## src/rtl/dic_pkg.sv

```systemverilog
// constants and types for the digital input conditioning block
package dic_pkg;

  // register map, byte addresses, word aligned except ADDR_VIRT_STATE (16'h200A)
  localparam logic [15:0] ADDR_POLARITY = 16'h0000;
  localparam logic [15:0] ADDR_FILTER = 16'h0004;
  localparam logic [15:0] ADDR_VIRT_EN = 16'h0008;
  localparam logic [15:0] ADDR_WIRE_MODE = 16'h000C;
  localparam logic [15:0] ADDR_FAST_TYPE = 16'h0010;
  localparam logic [15:0] ADDR_STATUS = 16'h0014;
  localparam logic [15:0] ADDR_FUNC_BASE = 16'h0020;
  localparam logic [15:0] ADDR_ON_BASE = 16'h0060;
  localparam logic [15:0] ADDR_OFF_BASE = 16'h00A0;
  localparam logic [15:0] ADDR_VIRT_STATE = 16'h200A;
  localparam logic [15:0] ADDR_STRIDE = 16'h0004;

  // terminal count: eight switch inputs plus the fast input at index 8
  localparam int NUM_TERM = 9;
  localparam int FAST_IDX = 8;

  // reset values and limits
  localparam logic [8:0] POLARITY_RST = 9'h000;
  localparam logic [8:0] VIRT_EN_RST = 9'h000;
  localparam logic [1:0] WIRE_MODE_RST = 2'h0;
  localparam logic FAST_TYPE_RST = 1'h0;
  localparam logic [6:0] FUNC_RST = 7'h00;
  localparam logic [15:0] DELAY_RST_MS = 16'h0000;

  // timing: filter and delays count in milliseconds
  localparam int CLK_PERIOD_NS = 8;
  localparam int MS_NS = 1000000;
  localparam int MS_CYCLES_DEF = MS_NS / CLK_PERIOD_NS;
  localparam logic [15:0] FILTER_DEF_MS = 16'h000A;
  localparam logic [15:0] FILTER_MAX_MS = 16'h03E8;
  localparam logic [15:0] DELAY_MAX_MS = 16'hC350;

  // fast input type
  localparam logic FAST_IS_PULSE = 1'h0;
  localparam logic FAST_IS_DIGITAL = 1'h1;

  // function codes acted on here
  localparam logic [6:0] FN_RUN_COMM = 7'h26;
  localparam logic [6:0] FN_PREEXCITE = 7'h27;
  localparam logic [6:0] FN_ENERGY_CLR = 7'h28;
  localparam logic [6:0] FN_ENERGY_HOLD = 7'h29;
  localparam logic [6:0] FN_BRAKE_KEYPAD = 7'h2A;
  localparam logic [6:0] FN_ESTOP = 7'h38;
  localparam logic [6:0] FN_PID_INV = 7'h3D;

  // run control wiring modes
  typedef enum logic [1:0] {
    TWO_WIRE_ONE = 2'b00,
    TWO_WIRE_TWO = 2'b01,
    THREE_WIRE_ONE = 2'b10,
    THREE_WIRE_TWO = 2'b11
  } wire_mode_t;

  typedef struct packed {
    logic [15:0] addr;
    logic [31:0] wdata;
    logic wr;
    logic rd;
  } bus_req_t;

  typedef struct packed {
    logic run_cmd_comm;
    logic preexcite;
    logic energy_clear;
    logic energy_hold;
    logic brake_limit_keypad;
    logic emergency_stop;
    logic pid_invert;
  } func_out_t;

  typedef struct packed {
    logic [8:0] sync1;
    logic [8:0] sync2;
    logic [8:0] pol;
    logic [8:0] venable;
    logic [8:0] vstate;
    wire_mode_t wmode;
    logic ftype;
    logic [15:0] filt_ms;
    logic [8:0][6:0] fsel;
    logic [8:0][15:0] on_dly;
    logic [8:0][15:0] off_dly;
    logic [31:0] pre_cnt;
    logic [8:0][15:0] fcnt;
    logic [8:0] filt;
    logic [8:0][15:0] dcnt;
    logic [8:0] term;
    func_out_t func;
    logic [31:0] rdata;
    logic fast_pulse;
  } state_t;

endpackage

```

## src/rtl/digital_input_conditioning.sv

```systemverilog
// digital input terminal conditioning: polarity, filter, delays, virtual mode, functions
//
// The register offsets and the strobed register port were left to the implementer.
`timescale 1ns/1ns
module digital_input_conditioning #(
  parameter int unsigned MS_CYCLES = dic_pkg::MS_CYCLES_DEF
) (
  input wire logic mclk_i,
  input wire logic rstn_i,
  input wire dic_pkg::bus_req_t bus_i,
  output logic [31:0] rdata_o,
  input wire logic [7:0] switch_inputs_one_to_eight_i,
  input wire logic fast_pulse_input_i,
  output dic_pkg::func_out_t func_o,
  output logic [8:0] term_state_o,
  output dic_pkg::wire_mode_t run_wire_mode_o,
  output logic fast_input_type_o,
  output logic fast_pulse_o
);
  import dic_pkg::*;

  state_t s_reg;
  state_t s_next;

  // true when any active terminal carries the given function code
  function automatic logic code_active(input logic [8:0] act, input logic [8:0][6:0] sel,
                                       input logic [6:0] code);
    logic hit;
    hit = 1'h0;
    for (int k = 0; k < NUM_TERM; k++) begin
      if (act[k] && (sel[k] == code)) begin
        hit = 1'h1;
      end
    end
    return hit;
  endfunction

  // software may write past the top of a range; pin it to the limit
  function automatic logic [15:0] clamp_ms(input logic [31:0] v, input logic [15:0] lim);
    logic [15:0] r;
    if (v > {16'h0000, lim}) begin
      r = lim;
    end else begin
      r = v[15:0];
    end
    return r;
  endfunction

  // address of the k-th word above a base
  function automatic logic [15:0] word_addr(input logic [15:0] base, input int k);
    logic [15:0] a;
    a = base + 16'(k) * ADDR_STRIDE;
    return a;
  endfunction

  // next state: sampling, conditioning, function decode and register access
  always_comb begin
    logic tick;
    logic src;
    logic raw;
    logic [15:0] dly;
    logic [31:0] rd;
    s_next = s_reg;
    tick = (s_reg.pre_cnt == 32'(MS_CYCLES - 1));
    src = 1'h0;
    raw = 1'h0;
    dly = 16'h0000;
    rd = 32'h0000_0000;

    // two-stage synchroniser on all nine pins
    s_next.sync1 = {fast_pulse_input_i, switch_inputs_one_to_eight_i};
    s_next.sync2 = s_reg.sync1;

    // millisecond prescaler shared by the filter and the delays
    if (tick) begin
      s_next.pre_cnt = 32'h0000_0000;
    end else begin
      s_next.pre_cnt = s_reg.pre_cnt + 32'h0000_0001;
    end

    for (int i = 0; i < NUM_TERM; i++) begin
      // virtual terminals take the link value, the pin is not looked at
      if (s_reg.venable[i]) begin
        src = s_reg.vstate[i];
      end else begin
        src = s_reg.sync2[i];
      end
      // in pulse mode the fast pin feeds the frequency path, not a switch
      if ((i == FAST_IDX) && (s_reg.ftype == FAST_IS_PULSE) && !s_reg.venable[i]) begin
        src = 1'h0;
      end
      // inversion ahead of filter so the delays see the logical level
      raw = src ^ s_reg.pol[i];

      // filter: accept a level only once it held for the full filter time
      if (raw == s_reg.filt[i]) begin
        s_next.fcnt[i] = 16'h0000;
      end else if (s_reg.fcnt[i] >= s_reg.filt_ms) begin
        s_next.filt[i] = raw;
        s_next.fcnt[i] = 16'h0000;
      end else if (tick) begin
        s_next.fcnt[i] = s_reg.fcnt[i] + 16'h0001;
      end

      // switch delay: on delay for a rising change, off delay for a falling one
      dly = s_reg.filt[i] ? s_reg.on_dly[i] : s_reg.off_dly[i];
      if (s_reg.filt[i] == s_reg.term[i]) begin
        s_next.dcnt[i] = 16'h0000;
      end else if (s_reg.dcnt[i] >= dly) begin
        s_next.term[i] = s_reg.filt[i];
        s_next.dcnt[i] = 16'h0000;
      end else if (tick) begin
        s_next.dcnt[i] = s_reg.dcnt[i] + 16'h0001;
      end
    end

    // function decode from the conditioned terminal states
    s_next.func.run_cmd_comm = code_active(s_reg.term, s_reg.fsel, FN_RUN_COMM);
    s_next.func.preexcite = code_active(s_reg.term, s_reg.fsel, FN_PREEXCITE);
    s_next.func.energy_clear = code_active(s_reg.term, s_reg.fsel, FN_ENERGY_CLR);
    s_next.func.energy_hold = code_active(s_reg.term, s_reg.fsel, FN_ENERGY_HOLD);
    s_next.func.brake_limit_keypad = code_active(s_reg.term, s_reg.fsel, FN_BRAKE_KEYPAD);
    // reserved codes match none of these and so do nothing
    s_next.func.emergency_stop = code_active(s_reg.term, s_reg.fsel, FN_ESTOP);
    s_next.func.pid_invert = code_active(s_reg.term, s_reg.fsel, FN_PID_INV);

    // raw fast pin for the pulse counter, only when configured as pulse input
    s_next.fast_pulse = (s_reg.ftype == FAST_IS_PULSE) & s_reg.sync2[FAST_IDX];

    // register writes
    if (bus_i.wr) begin
      unique case (bus_i.addr)
        ADDR_POLARITY: s_next.pol = bus_i.wdata[8:0];
        ADDR_FILTER: s_next.filt_ms = clamp_ms(bus_i.wdata, FILTER_MAX_MS);
        ADDR_VIRT_EN: s_next.venable = bus_i.wdata[8:0];
        ADDR_WIRE_MODE: s_next.wmode = wire_mode_t'(bus_i.wdata[1:0]);
        ADDR_FAST_TYPE: s_next.ftype = bus_i.wdata[0];
        ADDR_VIRT_STATE: s_next.vstate = bus_i.wdata[8:0];
        default: begin
          for (int i = 0; i < NUM_TERM; i++) begin
            if (bus_i.addr == word_addr(ADDR_FUNC_BASE, i)) begin
              s_next.fsel[i] = bus_i.wdata[6:0];
            end
            if (bus_i.addr == word_addr(ADDR_ON_BASE, i)) begin
              s_next.on_dly[i] = clamp_ms(bus_i.wdata, DELAY_MAX_MS);
            end
            if (bus_i.addr == word_addr(ADDR_OFF_BASE, i)) begin
              s_next.off_dly[i] = clamp_ms(bus_i.wdata, DELAY_MAX_MS);
            end
          end
        end
      endcase
    end

    // register reads: data valid only in the cycle after the strobe
    if (bus_i.rd) begin
      unique case (bus_i.addr)
        ADDR_POLARITY: rd = {23'h000000, s_reg.pol};
        ADDR_FILTER: rd = {16'h0000, s_reg.filt_ms};
        ADDR_VIRT_EN: rd = {23'h000000, s_reg.venable};
        ADDR_WIRE_MODE: rd = {30'h00000000, s_reg.wmode};
        ADDR_FAST_TYPE: rd = {31'h00000000, s_reg.ftype};
        ADDR_STATUS: rd = {16'h0000, s_reg.func, s_reg.term};
        ADDR_VIRT_STATE: rd = {23'h000000, s_reg.vstate};
        default: begin
          for (int i = 0; i < NUM_TERM; i++) begin
            if (bus_i.addr == word_addr(ADDR_FUNC_BASE, i)) begin
              rd = {25'h0000000, s_reg.fsel[i]};
            end
            if (bus_i.addr == word_addr(ADDR_ON_BASE, i)) begin
              rd = {16'h0000, s_reg.on_dly[i]};
            end
            if (bus_i.addr == word_addr(ADDR_OFF_BASE, i)) begin
              rd = {16'h0000, s_reg.off_dly[i]};
            end
          end
        end
      endcase
    end
    s_next.rdata = rd;
  end

  // state register with synchronous reset to documented defaults
  always_ff @(posedge mclk_i) begin
    if (!rstn_i) begin
      s_reg <= '0;
      s_reg.pol <= POLARITY_RST;
      s_reg.venable <= VIRT_EN_RST;
      s_reg.wmode <= TWO_WIRE_ONE;
      s_reg.ftype <= FAST_TYPE_RST;
      s_reg.filt_ms <= FILTER_DEF_MS;
      s_reg.fsel <= {NUM_TERM{FUNC_RST}};
      s_reg.on_dly <= {NUM_TERM{DELAY_RST_MS}};
      s_reg.off_dly <= {NUM_TERM{DELAY_RST_MS}};
    end else begin
      s_reg <= s_next;
    end
  end

  // all outputs come straight from flip-flops
  assign rdata_o = s_reg.rdata;
  assign func_o = s_reg.func;
  assign term_state_o = s_reg.term;
  assign run_wire_mode_o = s_reg.wmode;
  assign fast_input_type_o = s_reg.ftype;
  assign fast_pulse_o = s_reg.fast_pulse;

endmodule // digital_input_conditioning

```

## config.mk

```make
export PLATFORM = sky130hd
export DESIGN_NAME = digital_input_conditioning
export DESIGN_NICKNAME = d
export VERILOG_FILES = /design/src/rtl/dic_pkg.sv /design/src/rtl/digital_input_conditioning.sv
export SDC_FILE = /design/constraint.sdc
export NUM_CORES = 2
export LEC_CHECK = 0
export ABC_AREA = 0
export BUFFER_PORTS_ARGS = -buffer_cell sky130_fd_sc_hd__buf_2
export CAP_MARGIN = 25
export CORE_ASPECT_RATIO = 1.4
export CORE_MARGIN = 1
export CORE_UTILIZATION = 35
export DETAILED_ROUTE_END_ITERATION = 8
export REMOVE_ABC_BUFFERS = 1
export SLEW_MARGIN = 20
export SYNTH_ARGS = -nofsm -noshare
export SYNTH_HDL_FRONTEND = slang
export SYNTH_SLANG_ARGS = --single-unit
```

## constraint.sdc

```tcl
create_clock -name mclk_i -period 8.3 [get_ports mclk_i]
set_input_delay 0.415 -clock mclk_i [delete_from_list [all_inputs] [get_ports mclk_i]]
set_output_delay 0.415 -clock mclk_i [all_outputs]
set_load 0.05 [all_outputs]
```

# After elaboration in Yosys (flattened, before gate mapping)
# Cells that the tools add are included.
# word_totals
ff_bits	793
latchBits	0
ramBits	0
rom_bits	0
inputBits	61
output_inout_bits	52
word_cells	516
mem_count	0
# classes
n_addsub	19
multipliers	0
div_mod_pow	0
order_cmp	20
n_eq_ne	115
shift	0
n_mux	112
bitwise_logic	31
n_reduce_logical	138
# ops
op	n
$mux 32	26
$eq 7x6->1 const B	63
$add 16x1->16 const B	18
$ge 16x16->1	18
$pmux 32 s7	1
$mux 16	11
$eq 16x8->1 const B	10
$eq 16x7->1 const B	9
$eq 16x6->1 const B	8
$reduce_and 3->1	27
$mux 1	73
$logic_and 1x1->1	64
$reduce_or 3->1	18
$reduce_and 2->1	25
$add 32x1->32 const B	1
$eq 16x4->1 const B	2
$eq 16x5->1 const B	2
$eq 32x17->1 const B	1
$gt 32x10->1 const B	1
$gt 32x16->1 const B	1
$not 1->1	21
$eq 1x1->1	18
$eq 16x14->1 const B	1
$eq 16x3->1 const B	1
7 further kinds	15

# Logic depth before layout (Yosys ltp)
# depth
ltp_word	29
ltp_mapped	14

# Worst setup path before layout
# No wires, ideal clock.
# synth_path
path_kind	flip-flop to flip-flop
from	register s_reg[193] in the netlist's numbering
to	register s_reg[54] in the netlist's numbering
setup_time_ns	0.065
arrival_ns	3.360
required_ns	8.235
path_slack_ns	4.874
path_stages_with_launch	14
path_buffers	4
period_less_slack_ns	3.426
cell_sequence	dfxtp_1 -> buf_1 -> clkbuf_1 -> mux2i_1 -> ha_1 -> a21o_1 -> a21oi_1 -> o21ai_0 -> a2111oi_0 -> a21oi_1 -> or3_1 -> clkbuf_1 -> clkbuf_1 -> nor2_1
# synth_between
elab_chain_cells	3
word_cells_on_any_way	4
# synth_rtl
item	line_no	source
from (decl)	digital_input_conditioning.sv:22	state_t s_reg;
from (signal assigned)	digital_input_conditioning.sv:196	s_reg <= s_next;
$mux 16	digital_input_conditioning.sv:106	dly = s_reg.filt[i] ? s_reg.on_dly[i] : s_reg.off_dly[i];
$ge 16x16->1	digital_input_conditioning.sv:109	end else if (s_reg.dcnt[i] >= dly) begin
$reduce_or 3->1 (no line) *	-	
# Every way passes the cells marked *; elsewhere a longest branch is shown, timed or not.
# A chain may end at the register's enable or synchronous reset.

# Final worst setup path
# layout_path
from	input port bus_i[46] in the netlist's numbering
to	register s_reg[516] in the netlist's numbering
# layout_between
elab_chain_cells	4
word_cells_on_any_way	10
# layout_rtl
item	line_no	source
from (decl)	digital_input_conditioning.sv:10	input wire dic_pkg::bus_req_t bus_i,
$eq 16x14->1 (tied with other cells)	digital_input_conditioning.sv:132	unique case (bus_i.addr)
$reduce_or 6->1 (no line)	-	
$not 1->1 (no line)	-	
$reduce_and 3->1 (no line) *	-	
# Marked as above.

==> impl_results.md <==
- Total grt overflow: 0
- Full die area: 122,000 um2
- Detailed-placement wirelength estimate: 119,000 um
- Setup tns final: 0 ns
- Min cycle time layout: 3.84 ns
- Root Buffer: clkbuf_16
- Max_slew headroom: 28.3%
- Peak VDD IR: 0.178 mV
- Combinational share of power: 2.6%
- Cells after Synth: 5,071
- Clk buf depth: 3
- First-pass GRT wire length: 238,000 um
- Die Span X: 295 um
- Startpoint Class: primary input
- Clock power share: 49.4%
- Count leader, synth: nand2_1
- TritonCTS clock tree: built
- Top cells by count, synth: nand2_1, dfxtp_1, nor2_1, ha_1, a21oi_1
- Fraction of layout instances using a drive strength above 1: 7.12%
- Cell-internal power: 6.00 mW
- Hold Slack: 0.0514 ns
- Die Y: 412 um
- Placed cells: 6,535
- Area grow syn2layout: 11.2%
- RSZ-0062 raised after global routing: false
- Synthesis-stage register bit count: 777
- Main flop type after synthesis: dfxtp_1
- Ys Warns: 0
- Register area share after synthesis: 37.0%
- Final Routed Wirelength: 162,000 um
- Cts repair resizes: 0
- Max Fclk: 261 MHz
- Port Buf Inserts: 96
- H-tree levels: 3
- Initial core utilization: 35.2%
- Ys async rst share: 0%
- CP arrival: 4.44 ns
- Max Cap Violations: 0
- CORE AREA: 119,000 um2
- Outcome: finished clean
- GPL Wtd Cong: 1.04
- Synth top area share: 37.0%
- Sink Count: 777
- PwrDens: 166 nW/um2
- Net Sw Power: 1.79 mW
- Most area-hungry cell type in the Yosys netlist: dfxtp_1
- Final std cells w/o fill: 6,696
- Max-slew violation count: 0
- Sequential fraction of design power: 48.0%
- I/O pin count: 113
- Largest net degree at the start of global routing: 98
- Cell area after synthesis: 42,000 um2
- Yosys cell types: 81
- Crit share post-route: 46.2%
- Post-DRT Antenna Nets: 0
- Hold Path Class: primary input to register
- Worst EP required: 8.90 ns
- CP max FO: 17
- Net switching fraction of the power: 22.9%
- DR iter-0 viols: 3,180
- Post-Synthesis Mean Instance Area: 8.29 um2
- Final setup viols: 0
- CP Class: primary input to register
- GRT Total Usage: 26.2%
- Vias in the first global route: 36.2k
- DRC Markers: 0
- Row Count: 150
- Hold Violations, Final: 0
- Setup crit end kind: register
- Worst-Skew Late Latency: 0.69 ns
- Max reg flops: 732
- Worst-margin pin slew: 1.08 ns
- Synth area leaders: dfxtp_1, ha_1, nand2_1, nor2_1, mux2i_1
- Routed len/inst: 24.2 um
- Pwr Total: 7.78 mW
- Vias: 37.9k
- Leak: 17.0 nW
- Num CTS Buffers: 82
- DR pass1 iterations: 7
- Setup Skew: 0.0256 ns
- Vias per cell: 5.65
- Initial antenna violation count: 12
- EDFF count, synth: 0
- Clock Pin Slew Worst Setup and Hold Paths: 0.06 ns
- Final-stage net count: 5,402
==> worst max-delay path, cell delays in order <==
cell      delay [ns]
buf_2           0.11
nor3_1          0.76
nand4_1         0.16
buf_4           0.26
nor3_1          0.82
nand3_1         0.77
nor2_1          0.54
buf_4           0.31
nand2_1         0.07
a21boi_0        0.20
==> cell type report <==
type | instances | area [um2]
inverter | 78 | 300
fill | 12200 | 72600
clock buffer | 122 | 2390
tap | 1596 | 2000
timing repair buffer | 190 | 1220
clock inverter | 25 | 347
sequential | 777 | 15600
multi-input combinational | 3905 | 24900
antenna | 3 | 7.51
==> repair_timing <==
item / CTS / global route
hold buffers: 9 / 0
hold endpoints to repair: 9 / 0
setup buffers: 0 / 0
==> cell families (layout without fill, tap and decap cells) <==
family	count (synthesis)	count (layout)	share of synthesized area [%]
mux	203	203	4.86
buf+inv	404	415	4.14
other cells	1	19	0.00892
flops	777	777	37.0
fa+ha+maj	307	307	9.13
simple gates	2050	2050	21.8
xor+xnor	326	326	6.79
compound gates	1003	1003	16.3
==> cells in the final DEF, fill, tap and decap left out, drive strengths merged, types with 13 or more instances in the layout <==
master,Yosys,final
inv,78,82
o211ai,13,13
dfxtp,777,777
nor3,65,65
a221oi,30,30
ha,307,307
clkbuf,230,122
o21ai,124,124
nand3b,13,13
nand4,109,109
or3,23,23
nand2,821,821
xor2,218,218
buf,96,181
nor4,25,25
nor2b,16,16
a2111oi,33,33
a211oi,92,92
conb,1,16
nor2,590,590
a21oi,273,273
and3,82,82
a21o,60,60
mux2i,194,194
xnor2,108,108
and2,25,25
o211a,48,48
nand3,198,198
a22oi,51,51
o22ai,36,36
o21a,22,22
nand2b,28,28
o221ai,27,27
a21boi,104,104
==> path summary, 6_finish.rpt <==
kind                              to  slack (ns)                   from  cells after the start
max          s_reg[516]$_SDFFE_PN0P_        4.46              bus_i[46]                     10
min          s_reg[764]$_SDFFE_PN0P_        0.05               bus_i[9]                      3
max reg2reg   s_reg[62]$_SDFFE_PP0P_        4.53  s_reg[353]$_SDFF_PP0_                      7
min reg2reg  fast_pulse_o$_SDFF_PN0_        0.43  s_reg[783]$_SDFF_PN0_                      2
==> power groups by stage <==
stage               sequential, mW  clock, mW  combinational [mW]
floorplan                     3.82          0              0.0775
global placement              3.82          0               0.191
CTS                           3.74       3.91               0.194
finish                        3.74       3.84               0.201
global route                  3.74       4.04               0.208
detailed placement            3.82          0               0.190
==> layer usage <==
| metal | vias to the layer above | GRT usage, % | part of all wire (%) |
|---|---|---|---|
| met5 | - | 0 | 0.064 |
| met4 | 18 | 20.4 | 8.8 |
| met3 | 516 | 4.56 | 6.3 |
| met2 | 1415 | 44.3 | 47 |
| met1 | 18200 | 29.1 | 38 |
| li1 | 17800 | - | - |
==> through the flow <==
stage	setup WS [ns]	area, um2	util (%)
3_3_place_gp	3.88	43900	36.8
6_report	4.46	46800	39.2
2_1_floorplan	0.566	40700	-
3_5_place_dp	3.87	43900	36.8
5_1_grt	4.24	46800	39.2
4_1_cts	4.50	46700	39.1
Note: power is estimated with default switching activity, not from simulation.
